$ cat src/logic/dflc_pkg.sv
`default_nettype none
package dflc_pkg;
  // ==========================================================
  // alarm slot positions in the latched alarm vector
  localparam int unsigned DFLC_N = 17;
  localparam int unsigned A_SER_ERR = 0;
  localparam int unsigned A_SER_TMO = 1;
  localparam int unsigned A_RSVD = 2;
  localparam int unsigned A_PHASE = 3;
  localparam int unsigned A_PREOVL = 4;
  localparam int unsigned A_ENC_MAG = 5;
  localparam int unsigned A_ENC_INT = 6;
  localparam int unsigned A_ENC_DAT = 7;
  localparam int unsigned A_MOT_INT = 8;
  localparam int unsigned A_WIRING = 9;
  localparam int unsigned A_MOT_TEMP = 10;
  localparam int unsigned A_MOT_PROT = 11;
  localparam int unsigned A_ENC_OUT = 12;
  localparam int unsigned A_TEMP_WARN = 13;
  localparam int unsigned A_FW_UPG = 14;
  localparam int unsigned A_SPARE0 = 15;
  localparam int unsigned A_SPARE1 = 16;
  typedef logic [DFLC_N-1:0] dflc_vec_t;
  // ==========================================================
  // clearing classes: reset-input may release, cause-gone may release
  localparam dflc_vec_t DFLC_RST_OK = 17'h0181b;
  localparam dflc_vec_t DFLC_AUTO_OK = 17'h02009;
  localparam dflc_vec_t DFLC_RESET_VAL = 17'h00000;
  // special-function parameter unlock values
  localparam logic [7:0] DFLC_KEY1 = 8'h1e;
  localparam logic [7:0] DFLC_KEY2 = 8'h1c;
  typedef enum logic [1:0] {DFLC_IDLE, DFLC_GOT1, DFLC_ARMED} dflc_seq_e;
endpackage
`default_nettype wire

$ cat src/logic/dflc_top.sv
`default_nettype none
module dflc_top
  import dflc_pkg::*;
(
  // clock and restart
  input wire logic SYS_CLK,
  input wire logic NRST,
  // fault causes from detection logic, same clock
  input wire dflc_pkg::dflc_vec_t FAULT_CAUSE,
  // alarm-reset digital input pin, asynchronous
  input wire logic ALARM_RESET_INPUT,
  // special-function parameter write strobe and value
  input wire logic SPECIAL_FUNCTION_PARAM_WE,
  input wire logic [7:0] SPECIAL_FUNCTION_PARAM,
  // latched alarms
  output logic [DFLC_N-1:0] ALARM_LATCHED,
  output logic ALARM_ANY
);
  import dflc_pkg::*;

  // ==========================================================
  // pin synchroniser and edge of the alarm-reset input
  logic rstin_s1_q, rstin_s2_q, rstin_s3_q;
  // the edge logic reads only the second and third stages, never the first
  wire rstin_pulse = rstin_s2_q & ~rstin_s3_q;

  always_ff @(posedge SYS_CLK or negedge NRST) begin
    if (!NRST) begin
      rstin_s1_q <= 1'b0;
      rstin_s2_q <= 1'b0;
      rstin_s3_q <= 1'b0;
    end else begin
      rstin_s1_q <= ALARM_RESET_INPUT;
      rstin_s2_q <= rstin_s1_q;
      rstin_s3_q <= rstin_s2_q;
    end
  end

  // ==========================================================
  // firmware-upgrade unlock sequence; a restart returns it to idle, so
  // the armed fact is copied into a sticky flag that survives the restart
  dflc_seq_e seq_q, seq_d;
  always_comb begin
    seq_d = seq_q;
    if (SPECIAL_FUNCTION_PARAM_WE) begin
      unique case (seq_q)
        DFLC_IDLE: seq_d = (SPECIAL_FUNCTION_PARAM == DFLC_KEY1) ? DFLC_GOT1 : DFLC_IDLE;
        DFLC_GOT1: seq_d = (SPECIAL_FUNCTION_PARAM == DFLC_KEY2) ? DFLC_ARMED :
                           (SPECIAL_FUNCTION_PARAM == DFLC_KEY1) ? DFLC_GOT1 : DFLC_IDLE;
        DFLC_ARMED: seq_d = DFLC_ARMED;
        default: seq_d = DFLC_IDLE;
      endcase
    end
  end

  // ==========================================================
  // sticky latches that a restart must not touch, power-on value from the declaration; fw_restart_q is reset by restart
  logic rsvd_q = 1'b0;
  logic fw_q = 1'b0;
  logic fw_armed_q = 1'b0;
  logic fw_restart_q;
  // fw_restart_q is low while restart is held and in the first cycle after it
  wire fw_clr = fw_armed_q & ~fw_restart_q;
  wire rsvd_d = rsvd_q | FAULT_CAUSE[A_RSVD];
  // set wins over clear: a cause still present at restart relatches
  wire fw_d = (fw_q & ~fw_clr) | FAULT_CAUSE[A_FW_UPG];
  wire fw_armed_d = ~fw_clr & (fw_armed_q | (seq_q == DFLC_ARMED));

  always_ff @(posedge SYS_CLK) begin
    rsvd_q <= rsvd_d;
    fw_q <= fw_d;
    fw_armed_q <= fw_armed_d;
  end

  // ==========================================================
  // alarm latch; restart clears every slot held here
  dflc_vec_t alarm_q, alarm_d, lat_w;
  wire dflc_vec_t rst_rel = rstin_pulse ? DFLC_RST_OK : DFLC_RESET_VAL;
  wire dflc_vec_t auto_rel = DFLC_AUTO_OK & ~FAULT_CAUSE;

  always_comb begin
    alarm_d = (alarm_q & ~rst_rel & ~auto_rel) | FAULT_CAUSE;
    // these two slots live in the sticky latches above
    alarm_d[A_RSVD] = 1'b0;
    alarm_d[A_FW_UPG] = 1'b0;
  end

  always_comb begin
    lat_w = alarm_q;
    lat_w[A_RSVD] = rsvd_q;
    lat_w[A_FW_UPG] = fw_q;
  end

  // restart clears the non-sticky alarms
  always_ff @(posedge SYS_CLK or negedge NRST) begin
    if (!NRST) begin
      alarm_q <= DFLC_RESET_VAL;
      seq_q <= DFLC_IDLE;
      fw_restart_q <= 1'b0;
    end else begin
      alarm_q <= alarm_d;
      seq_q <= seq_d;
      fw_restart_q <= 1'b1;
    end
  end

  assign ALARM_LATCHED = lat_w;
  assign ALARM_ANY = |lat_w;

  // ==========================================================
  rsvd_sticky_a: assert property (@(posedge SYS_CLK)
    rsvd_q |=> rsvd_q) else $error("reserved alarm released");
  fw_clear_a: assert property (@(posedge SYS_CLK)
    fw_clr && !FAULT_CAUSE[A_FW_UPG] |=> !fw_q) else $error("fw alarm not released");
  phase_pin_a: assert property (@(posedge SYS_CLK) disable iff (!NRST)
    rstin_pulse && !FAULT_CAUSE[A_PHASE] |=> !alarm_q[A_PHASE]) else $error("phase reset ignored");
  restart_only_a: assert property (@(posedge SYS_CLK) disable iff (!NRST)
    alarm_q[A_ENC_MAG] |=> alarm_q[A_ENC_MAG]) else $error("restart-only alarm dropped");
  prot_hold_a: assert property (@(posedge SYS_CLK) disable iff (!NRST)
    alarm_q[A_MOT_PROT] && !rstin_pulse |=> alarm_q[A_MOT_PROT]) else $error("protection alarm lost");
  prot_clear_a: assert property (@(posedge SYS_CLK) disable iff (!NRST)
    rstin_pulse && !FAULT_CAUSE[A_MOT_PROT] |=> !alarm_q[A_MOT_PROT]) else $error("reset ignored");
  temp_auto_a: assert property (@(posedge SYS_CLK) disable iff (!NRST)
    !FAULT_CAUSE[A_TEMP_WARN] |=> !alarm_q[A_TEMP_WARN]) else $error("warning stuck");
  ser_auto_a: assert property (@(posedge SYS_CLK) disable iff (!NRST)
    !FAULT_CAUSE[A_SER_ERR] |=> !alarm_q[A_SER_ERR]) else $error("link error stuck");
  tmo_hold_a: assert property (@(posedge SYS_CLK) disable iff (!NRST)
    alarm_q[A_SER_TMO] && !rstin_pulse |=> alarm_q[A_SER_TMO]) else $error("timeout auto cleared");
  phase_auto_a: assert property (@(posedge SYS_CLK) disable iff (!NRST)
    !FAULT_CAUSE[A_PHASE] |=> !alarm_q[A_PHASE]) else $error("phase alarm stuck");
  relatch_a: assert property (@(posedge SYS_CLK) disable iff (!NRST)
    FAULT_CAUSE[A_MOT_PROT] |=> alarm_q[A_MOT_PROT]) else $error("cause not relatched");
  fw_hold_a: assert property (@(posedge SYS_CLK) disable iff (!NRST)
    fw_q && !fw_armed_q |=> fw_q) else $error("fw alarm early");
endmodule
`default_nettype wire

$ cat config.mk
export PLATFORM = sky130hd
export DESIGN_NAME = dflc_top
export DESIGN_NICKNAME = d
export VERILOG_FILES = /design/src/logic/dflc_pkg.sv /design/src/logic/dflc_top.sv
export SDC_FILE = /design/constraint.sdc
export NUM_CORES = 1
export LEC_CHECK = 0
export BUFFER_PORTS_ARGS = -buffer_cell sky130_fd_sc_hd__buf_2
export CAP_MARGIN = 25
export CORE_UTILIZATION = 35
export CTS_CLUSTER_DIAMETER = 100
export DETAILED_ROUTE_END_ITERATION = 10
export HOLD_SLACK_MARGIN = 0.08
export PLACE_DENSITY = 0.66
export SYNTH_ARGS = -nofsm -noshare
export SYNTH_HDL_FRONTEND = slang
export SYNTH_SLANG_ARGS = --single-unit
$ cat constraint.sdc
create_clock -name SYS_CLK -period 2 [get_ports SYS_CLK]
set_clock_uncertainty 0.15 [all_clocks]
set_input_delay 0.2 -clock SYS_CLK [delete_from_list [all_inputs] [get_ports SYS_CLK]]
set_output_delay 0.2 -clock SYS_CLK [all_outputs]
set_load 0.03 [all_outputs]
Word level (Yosys, flattened, before mapping)
Cells that the tools add are included.
{ "classes": {"add_sub_neg": 0, "n_mul": 0, "n_div": 0, "magnitude_cmp": 0, "eq_ne": 4, "n_shift": 0, "muxes": 4, "bitwise": 16, "reduce_logical": 2} }
{ "ops": {"columns": ["op", "count"], "rows": [
  ["bitwise AND 17 bit", 2],
  ["inverter 13 -> 17 bit", 1],
  ["inverter 14 -> 17 bit", 1],
  ["OR 17 bit", 1],
  ["OR reduction 17 bit", 1],
  ["equality test 8 x 5 -> 1 bit, second input constant", 2],
  ["inverter 14 bit", 1],
  ["2-to-1 mux 13 bit", 1],
  ["case mux 2 bit (3 select lines)", 1],
  ["bitwise AND 1 bit", 4],
  ["inverter 1 bit", 3],
  ["OR 1 bit", 3],
  ["equality test 2 x 1 -> 1 bit, second input constant", 1],
  ["equality test 2 bit, second input constant", 1],
  ["logical NOT 2 bit", 1],
  ["2-to-1 mux 2 bit", 1],
  ["2-to-1 mux 1 bit", 1]
]} }
{ "totals": {"ff_bits": 24, "latchBits": 0, "ram_bits": 0, "romBits": 0, "input_bits": 29, "output_inout_bits": 18, "word_cells": 35, "n_memories": 0} }

Depth between registers and ports, before layout
Gate-level depths: netlist of the first run.
{ "logic_depth": {"depth_word": 7, "ltp_mapped": 3, "ltp_nobuf": 3} }

Worst setup path before layout of the first run
No wires, ideal clock.
{ "synth_path": {"path_kind": "register -> output", "start": "register alarm_q[4]", "end": "output port ALARM_ANY", "arrival_ns": 1.446, "t_required_ns": 1.650, "setup_slack_ns": 0.204, "path_stages_with_launch": 4, "n_path_buf": 0, "path_cell_list": "dfrtp_1 -> nor4_1 -> nand4_1 -> or4_1"} }
{ "synth_between": {"elab_chain_len": 1} }
{ "synth_rtl": {"columns": ["element", "line", "text"], "rows": [
  ["start: declaration", "dflc_top.sv:77", "dflc_vec_t alarm_q, alarm_d, lat_w;"],
  ["start signal: assignment", "dflc_top.sv:101", "alarm_q <= alarm_d;"],
  ["OR reduction 17 bit", "dflc_top.sv:108", "assign ALARM_ANY = |lat_w;"],
  ["end: declaration", "dflc_top.sv:17", "output logic ALARM_ANY"]
]} }
Every way passes these cells.

Final worst setup path of the first run
Ends and elaborated chain as after synthesis.

==> impl_metrics.py, run 1 <==
metrics = {
    "critical_path": {
        "worstRegToRegCells": 4,
        "cp.required_ps": 1650,
        "end_kind": "output port",
        "critical_path_class": "reg2out",
        "r2r_start": "seq_q[1]",
        "critPathArrivalTime_ps": 1730,
        "critical_path.max_stage_delay_ps": 430,
        "regToRegEndpoint": "seq_q[0]",
        "crit_buf_inv": 1,
        "critical_path_depth": 4,
        "cp_top_family": "simple AND/OR/NAND/NOR gates",
        "rrSetupSlack_ps": 210,
        "critPathCapture": "ALARM_ANY",
        "path_cells": "nor4_2 > nand4_1 > or4_1 > buf_6",
        "slowest_stage": "or4_1",
        "cp_max_fo": 2,
        "cp-startpoint": "alarm_q[4]",
        "start_kind": "flip-flop",
    },
    "min_path": {
        "min_path_type": "in2async",
    },
    "global_route": {
        "antenna_found_initial": 0,
        "grt_max_degree": 22,
        "grt_use_total_pct": 16.44,
        "use_met2_pct": 30.44,
        "grt_pass1_vias": 815,
        "grt_pass1_wl_mm": 3.105,
        "met3_usage_pct": 6.364,
        "overflow": 0,
        "busiest_layer": "met2",
        "grt_use_met1_pct": 17.36,
    },
    "drt": {
        "wl_mm": 1.860,
        "avgRoutedWirePerCell_um": 11.20,
        "viasPerCell": 4.452,
        "vias": 739,
        "dr.pass1.iters": 1,
        "drtAntennaViolNets": 0,
        "drt_iter0_markers": 0,
        "drc_errors": 0,
    },
    "floorplanning": {
        "fp.dieArea_um2": 2539,
        "die_height_um": 50.39,
        "pin_count": 47,
        "num_rows": 17,
        "die_w_um": 50.39,
        "core_area_um2": 2212,
        "initial_core_util_pct": 37.05,
    },
    "cells_and_area": {
        "diodes": 0,
        "utilization_pct": 63.52,
        "finalInstanceArea_um2": 1405,
        "final_cell_count_no_fill": 166,
        "num-nets-final": 168,
        "area_growth_pct": 71.45,
        "fillCellCount": 188,
        "drive_gt1_share_pct": 49.28,
    },
    "yosys": {
        "synth_seq_cells": 24,
        "syn_avg_cell_area_um2": 12.81,
        "netlist.area_leader.share_pct": 64.12,
        "yosys_warnings": 0,
        "synth_top_area_cell": "dfrtp_1",
        "synth_most_common_cell": "dfrtp_1",
        "syn-num-nets": 93,
        "synth_common_cells": "dfrtp_1 (21), or2_2 (9), nand2_1 (5), a21o_1 (4), nor4_1 (4)",
        "ys_types": 19,
        "async_reset_ff_share_pct": 87.50,
        "yosys-top-cells-area": "dfrtp_1 (64%), dfxtp_1 (7.3%), or2_2 (6.9%)",
        "yosys_most_used_dff": "dfrtp_1",
        "synthCells": 64,
        "netlist_area_um2": 819.5,
        "synth.yosys.seq_area_share_pct": 71.45,
        "synth_edf_count": 0,
    },
    "timing": {
        "layout_setup_ws_ps": -76.80,
        "grt_setup_unrepaired": "true",
        "hold_ws_ps": 207.7,
        "fin_crit_ps": 2077,
        "finalMaxSlewViolations": 0,
        "setup_viol": 1,
        "hold_violations": 0,
        "fin_crit_sh_pct": 103.8,
        "max_freq_ghz": 0.4815,
    },
    "placed_design": {
        "dp_hpwl_mm": 1.184,
        "portBuffers": 46,
        "placed_area_um2": 1059,
        "dp.cells": 133,
        "place_congestion": 0.7062,
    },
    "power_and_ir_drop": {
        "share_seq_of_total_power_pct": 53.1,
        "clockPowerShare_pct": 35.5,
        "p_leak_nw": 0.6091,
        "internal-power_mw": 0.7615,
        "switching_share_pct": 19.89,
        "pwr-share-comb_pct": 11.5,
        "p_sw_mw": 0.1890,
        "power.density_nw_per_um2": 676.5,
        "ir_drop_v": 0.0005719,
    },
    "status": {
        "status": "finished with violations",
        "violations": "negative setup slack",
    },
    "cts": {
        "clock_sinks": 24,
        "cts_tree": "done",
        "cts_root_buf": "clkbuf_4",
        "cts_buffer_depth": 2,
        "htree_levels": 1,
        "clk_latency_ps": 300,
        "clk_pin_slew_ps": 120,
        "cts_buffers": 3,
    },
    "run": {
        "cap_violations": 0,
    },
}
==> cell type report <==
| class | count | area (µm²) | area share (%) |
|---|---|---|---|
| clock inverter | 1 | 30.03 | 2.137 |
| timing repair buffer | 75 | 511.7 | 36.42 |
| clock buffer | 3 | 22.52 | 1.603 |
| multi-input combinational | 34 | 216.5 | 15.41 |
| inverter | 1 | 3.754 | 0.2671 |
| tap | 28 | 35.03 | 2.493 |
| sequential | 24 | 585.6 | 41.67 |
==> power groups by stage <==
stage	Sequential [mW]	Clock, mW	Combinational (mW)
after floorplan	0.530	0	0.0104
after global routing	0.506	0.369	0.119
after global placement	0.513	0	0.0699
after CTS	0.504	0.349	0.109
after detailed placement	0.514	0	0.0706
final	0.504	0.337	0.109
==> through the flow <==
step / setup TNS, ps / setup WS (ps) / power [mW]
5_1_grt: -170.2 / -170.2 / 0.9943
3_5_place_dp: 0 / 217.3 / 0.5843
4_1_cts: -83.63 / -83.63 / 0.9624
6_report: -76.80 / -76.80 / 0.9505
3_3_place_gp: 0 / 243.3 / 0.5831
2_1_floorplan: 0 / 203.7 / 0.5405
==> sequential cells by signal, summed over array words and instances, names as in the netlist <==
| register | cells |
|---|---|
| rstin_s1_q | 1 |
| fw_armed_q | 1 |
| fw_q | 1 |
| rstin_s2_q | 1 |
| rsvd_q | 1 |
| seq_q | 2 |
| alarm_q | 15 |
| fw_restart_q | 1 |
| rstin_s3_q | 1 |
==> placed cells by master (no fill, tap or decap), drive strengths merged <==
master	n
buf	52
dlygate4sd3	23
dfrtp	21
or2	9
nand2	5
a21o	5
nor4	4
clkbuf	3
dfxtp	3
nand2b	2
nand4	2
inv	1
o21ai	1
nor2	1
or4	1
nor2b	1
o31ai	1
o22ai	1
bufinv	1
conb	1
==> cells by family (layout without fill, tap and decap cells) <==
| kind of cell | count (synthesis) | after routing | share of synthesized area, % |
|---|---|---|---|
| AOI/OAI and AO/OA | 8 | 8 | 7.023 |
| buffers and inverters | 6 | 80 | 3.663 |
| DFF | 24 | 24 | 71.45 |
| other | 1 | 1 | 0.4576 |
| and+or+nand+nor | 25 | 25 | 17.40 |
==> routing by layer <==
| metal | wire length (µm) | share of wire [%] |
|---|---|---|
| met3 | 129 | 6.9 |
| met1 | 732 | 39 |
| met5 | 0 | 0 |
| met4 | 14 | 0.75 |
| met2 | 983 | 53 |
==> how the worst min path moves through the flow <==
stage,slack [ps],end,cells past startpoint,startpoint
2_1_floorplan,-250,alarm_q[0],0,NRST
3_3_place_gp,20,rstin_s1_q,1,NRST
3_5_place_dp,20,rstin_s1_q,1,NRST
4_1_cts,200,rstin_s1_q,2,NRST
5_1_grt,240,alarm_q[1],2,NRST
6_report,210,alarm_q[1],2,NRST
==> what timing repair did <==
| action | CTS | global route |
|---|---|---|
| endpoints found under the hold margin | 41 | 0 |
| setup endpoints to repair | 1 | 1 |
| pin swaps | 4 | 2 |
| gates resized for setup | 4 | 0 |
| hold buffers | 23 | 0 |
| buffers inserted | 6 | 0 |
Power figures use the tool's default switching activity.
==> run 2, diff against run 1 <==
--- a/config.mk
+++ b/config.mk
@@ -5,7 +5,7 @@
 export SDC_FILE = /design/constraint.sdc
 export NUM_CORES = 1
 export LEC_CHECK = 0
-export BUFFER_PORTS_ARGS = -buffer_cell sky130_fd_sc_hd__buf_2
+export BUFFER_PORTS_ARGS = -buffer_cell sky130_fd_sc_hd__clkbuf_2
 export CAP_MARGIN = 25
 export CORE_UTILIZATION = 35
 export CTS_CLUSTER_DIAMETER = 100
==> impl_metrics.py, run 2 (synthesis gave the netlist of run 1 again) <==
metrics = {
    "status": {
        "status": "finished with violations",
        "violations": "negative setup slack",
    },
    "power_and_ir_drop": {
        "p_leak_nw": 0.6211,
        "power.density_nw_per_um2": 691.6,
        "total_power_mw": 0.9561,
        "ir_drop_v": 0.0006078,
    },
    "cells_and_area": {
        "regMostFlops": "alarm_q",
        "top_regs": "alarm_q: 15 flops, seq_q: 2 flops",
        "largest_register_ffs": 15,
        "area_growth_pct": 68.70,
        "mostFrequentLayoutCells": "clkbuf_2 (45), dlygate4sd3_1 (23), dfrtp_1 (21), or2_2 (9), nand2_1 (5)",
        "final_cell_count_no_fill": 163,
        "drive_gt1_share_pct": 48.15,
        "num-nets-final": 165,
        "diodes": 0,
        "mostFrequentLayoutCell": "clkbuf_2",
    },
    "timing": {
        "layout_setup_ws_ps": -134.0,
        "fin_crit_ps": 2134,
        "grt_setup_unrepaired": "true",
        "max_freq_ghz": 0.4686,
        "hold_violations": 0,
        "tightest_slew_ps": 511.5,
        "setup_viol": 1,
        "hold_ws_ps": 221.6,
        "finalMaxSlewViolations": 0,
        "slew_headroom_pct": 65.90,
        "fin_crit_sh_pct": 106.7,
        "tns_ps": -134.0,
    },
    "drt": {
        "wl_mm": 1.948,
        "drc_errors": 0,
        "drtAntennaViolNets": 0,
        "vias": 715,
        "drt_iter0_markers": 4,
        "dr.pass1.iters": 2,
        "viasPerCell": 4.387,
        "avgRoutedWirePerCell_um": 11.95,
    },
    "floorplanning": {
        "fp.dieArea_um2": 2539,
        "die_w_um": 50.39,
        "pin_count": 47,
        "initial_core_util_pct": 37.05,
        "num_rows": 17,
        "core_area_um2": 2212,
        "die_height_um": 50.39,
    },
    "cts": {
        "clk_pin_slew_ps": 120,
        "clock_sinks": 24,
        "cts_buffer_depth": 2,
        "clk_latency_ps": 310,
        "htree_levels": 1,
        "cts_tree": "done",
        "cts_buffers": 3,
        "cts_root_buf": "clkbuf_4",
    },
    "global_route": {
        "grt_pass1_vias": 729,
        "antenna_found_initial": 0,
        "busiest_layer": "met2",
        "grt_max_degree": 22,
        "met3_usage_pct": 7.576,
        "grt_pass1_wl_mm": 3.118,
        "use_met2_pct": 30.44,
        "grt_use_total_pct": 17.19,
        "overflow": 0,
        "grt_use_met1_pct": 18.45,
    },
    "placed_design": {
        "dp_hpwl_mm": 1.265,
        "place_congestion": 0.7027,
        "dp.cells": 133,
        "portBuffers": 46,
    },
    "run": {
        "cap_violations": 0,
    },
    "critical_path": {
        "end_kind": "output port",
        "cp_max_fo": 2,
        "cp_top_family": "simple AND/OR/NAND/NOR gates",
        "crit_buf_inv": 1,
        "critical_path.max_stage_delay_ps": 430,
        "start_kind": "flip-flop",
        "critical_path_class": "reg2out",
        "critPathArrivalTime_ps": 1780,
        "slowest_stage": "dfrtp_1",
        "path_cells": "nor4_2 > nand4_1 > or4_1 > buf_6",
        "cp.required_ps": 1650,
    },
    "min_path": {
        "min_path_type": "reg2reg",
    },
}
==> run 2: power by group <==
part	switching (mW)	internal, mW	leakage, nW
Sequential	0.00897	0.497	0.244
Clock	0.141	0.203	0.0279
Combinational	0.0470	0.0599	0.349
==> run 2: path summary, 6_finish.rpt <==
check	startpoint	to	slack, ps	cells after the start
max in group asynchronous	NRST	alarm_q[7]	1130	2
min in group asynchronous	NRST	seq_q[1]	230	2
max	alarm_q[4]	ALARM_ANY	-130	4
min reg2reg	rstin_s1_q	rstin_s2_q	220	0
max reg2reg	seq_q[1]	seq_q[1]	200	4
min	rstin_s1_q	rstin_s2_q	220	0
==> run 2: worst reg2reg max path, stage by stage, from the launching register on <==
cell,delay (ps)
dfrtp_1,420
nor4_1,250
nand4_1,160
o31ai_1,210
dlygate4sd3_1,570
==> run 2: cell type report <==
cell class              count  area, µm²
fillers                   186      829.5
flip-flops and latches     24      585.6
repair buffers             72      489.2
multi-input cells          34      216.5
well taps                  28      35.03
clock inverters             1      30.03
clock buffers               3      22.52
inverters                   1      3.754
==> run 2: what timing repair did <==
action	4_1_cts	5_1_grt
pin swaps	2	2
hold buffers	23	0
buffers inserted	3	0
endpoints found under the setup margin	1	1
gates resized for setup	3	2
hold endpoints to repair	41	0
==> run 2: stage by stage <==
step	instance area, µm²	worst slack (ps)	util (%)
finish	1383	-134.0	62.50
detailed placement	1059	162.6	47.85
global route	1383	-213.8	62.50
floorplan	819.5	203.7	-
global placement	1059	225.6	47.85
CTS	1379	-123.7	62.33
==> run 2: metal layers <==
| metal | part of all wire (%) | vias up |
|---|---|---|
| met4 | 0.72 | 0 |
| met2 | 52 | 32 |
| li1 | - | 352 |
| met5 | 0 | - |
| met1 | 41 | 329 |
| met3 | 6.4 | 2 |
==> run 3, diff against run 2 <==
--- a/config.mk
+++ b/config.mk
@@ -7,6 +7,7 @@
 export LEC_CHECK = 0
 export BUFFER_PORTS_ARGS = -buffer_cell sky130_fd_sc_hd__clkbuf_2
 export CAP_MARGIN = 25
+export CORE_MARGIN = 5
 export CORE_UTILIZATION = 35
 export CTS_CLUSTER_DIAMETER = 100
 export DETAILED_ROUTE_END_ITERATION = 10
==> impl_metrics.py, run 3 (synthesis gave the netlist of run 1 again) <==
metrics = {
    "cells_and_area": {
        "area_growth_pct": 70.38,
        "drive_gt1_share_pct": 49.26,
        "finalInstanceArea_um2": 1396,
        "diodes": 0,
        "top_regs": "alarm_q: 15 flops, seq_q: 2 flops",
        "largest_register_ffs": 15,
        "mostFrequentLayoutCell": "clkbuf_2",
        "num-nets-final": 166,
        "utilization_pct": 62.52,
        "regMostFlops": "alarm_q",
        "mostFrequentLayoutCells": "clkbuf_2 (45), dlygate4sd3_1 (23), dfrtp_1 (21), or2_2 (9), nand2_1 (5)",
    },
    "critical_path": {
        "path_cells": "nor4_2 > nand4_1 > or4_1 > buf_6",
        "slowest_stage": "or4_1",
        "critPathArrivalTime_ps": 1700,
        "r2r_start": "seq_q[1]",
        "critical_path_class": "reg2out",
        "worstRegToRegCells": 4,
        "regToRegEndpoint": "seq_q[1]",
        "start_kind": "flip-flop",
        "cp_max_fo": 2,
        "end_kind": "output port",
        "cp.required_ps": 1650,
        "rrSetupSlack_ps": 180,
        "critical_path.max_stage_delay_ps": 420,
    },
    "min_path": {
        "min_path_type": "in2async",
    },
    "power_and_ir_drop": {
        "share_seq_of_total_power_pct": 53.0,
        "clockPowerShare_pct": 35.8,
        "p_leak_nw": 0.6254,
        "internal-power_mw": 0.7594,
        "ir_drop_v": 0.0006510,
        "p_sw_mw": 0.1943,
        "switching_share_pct": 20.38,
        "power.density_nw_per_um2": 683.0,
        "pwr-share-comb_pct": 11.2,
        "total_power_mw": 0.9538,
    },
    "placed_design": {
        "dp_hpwl_mm": 1.379,
        "place_congestion": 0.7581,
        "placed_area_um2": 1059,
        "portBuffers": 46,
        "preCtsSetupSlack_ps": 185.3,
    },
    "run": {
        "cap_violations": 0,
    },
    "drt": {
        "dr.pass1.iters": 4,
        "drc_errors": 0,
        "viasPerCell": 4.396,
        "vias": 721,
        "wl_mm": 2.066,
        "drtAntennaViolNets": 0,
        "avgRoutedWirePerCell_um": 12.60,
        "drt_iter0_markers": 6,
    },
    "timing": {
        "grt_setup_unrepaired": "true",
        "setup_viol": 1,
        "fin_crit_sh_pct": 102.6,
        "max_freq_ghz": 0.4872,
        "hold_violations": 0,
        "fin_crit_ps": 2053,
        "layout_setup_ws_ps": -52.63,
        "finalMaxSlewViolations": 0,
        "tns_ps": -52.63,
    },
    "cts": {
        "clk_latency_ps": 310,
        "cts_buffers": 3,
        "cts_tree": "done",
        "cts_buffer_depth": 2,
        "cts_root_buf": "clkbuf_4",
        "clock_sinks": 24,
        "clk_pin_slew_ps": 130,
        "htree_levels": 1,
    },
    "status": {
        "violations": "negative setup slack",
        "status": "finished with violations",
    },
    "floorplanning": {
        "fp.dieArea_um2": 3409,
        "die_height_um": 58.39,
        "pin_count": 47,
        "core_area_um2": 2233,
        "die_w_um": 58.39,
        "initial_core_util_pct": 36.69,
        "num_rows": 17,
    },
    "global_route": {
        "overflow": 0,
        "grt_use_total_pct": 13.54,
        "grt_pass1_wl_mm": 3.498,
        "grt_max_degree": 22,
        "grt_pass1_vias": 813,
        "antenna_found_initial": 0,
    },
}
run 3: changes by cell type in the layout (fill, tap and decap cells not counted), sizes merged:
cell	previous run	this run
buf	4	5
run 3: power by group through the flow:
stage / Clock (mW) / Combinational [mW] / Sequential, mW
finish: 0.341 / 0.107 / 0.506
global route: 0.368 / 0.118 / 0.508
CTS: 0.350 / 0.103 / 0.506
detailed placement: 0 / 0.0710 / 0.514
global placement: 0 / 0.0709 / 0.513
floorplan: 0 / 0.0104 / 0.530
run 3: final cells by class:
| cell class | instances | area (µm²) |
|---|---|---|
| clock buffers | 3 | 22.52 |
| repair buffers | 73 | 496.7 |
| well taps | 28 | 35.03 |
| multi-input cells | 34 | 222.7 |
| fillers | 179 | 837.1 |
| clock inverters | 1 | 30.03 |
| inverters | 1 | 3.754 |
| flip-flops and latches | 24 | 585.6 |
run 3: critical path: cells and delay by family (launching register included):
kind	cells	cell delay [ps]
and+or+nand+nor	3	830
DFF	1	410
buffers and inverters	1	160
run 3: metal layers:
| metal | wire [µm] | share of wire, % | global-route usage (%) |
|---|---|---|---|
| met1 | 789 | 38 | 15.64 |
| met4 | 56 | 2.7 | 6.954 |
| met5 | 0 | 0 | 0 |
| met3 | 213 | 10 | 4.605 |
| met2 | 1006 | 49 | 22.17 |
run 3: worst max path at each step:
stage,cells past startpoint,slack [ps],endpoint,from
floorplan,3,200,ALARM_ANY,alarm_q[4]
global placement,4,260,ALARM_ANY,alarm_q[8]
detailed placement,4,190,ALARM_ANY,alarm_q[8]
CTS,4,-100,ALARM_ANY,alarm_q[16]
global route,4,-160,ALARM_ANY,alarm_q[3]
finish,4,-50,ALARM_ANY,alarm_q[16]
run 3: what timing repair did:
| item | in CTS | in global routing |
|---|---|---|
| hold buffers | 23 | 0 |
| buffers inserted | 2 | 2 |
| resized for setup | 4 | 2 |
| pin swaps | 1 | 2 |
| endpoints found under the setup margin | 1 | 1 |
| endpoints found under the hold margin | 41 | 0 |
run 3: stage by stage:
stage	hold WS, ps	cells
3_5_place_dp	44.97	133
6_report	217.6	164
5_1_grt	238.3	164
2_1_floorplan	-245.6	64
3_3_place_gp	38.39	133
4_1_cts	221.8	162
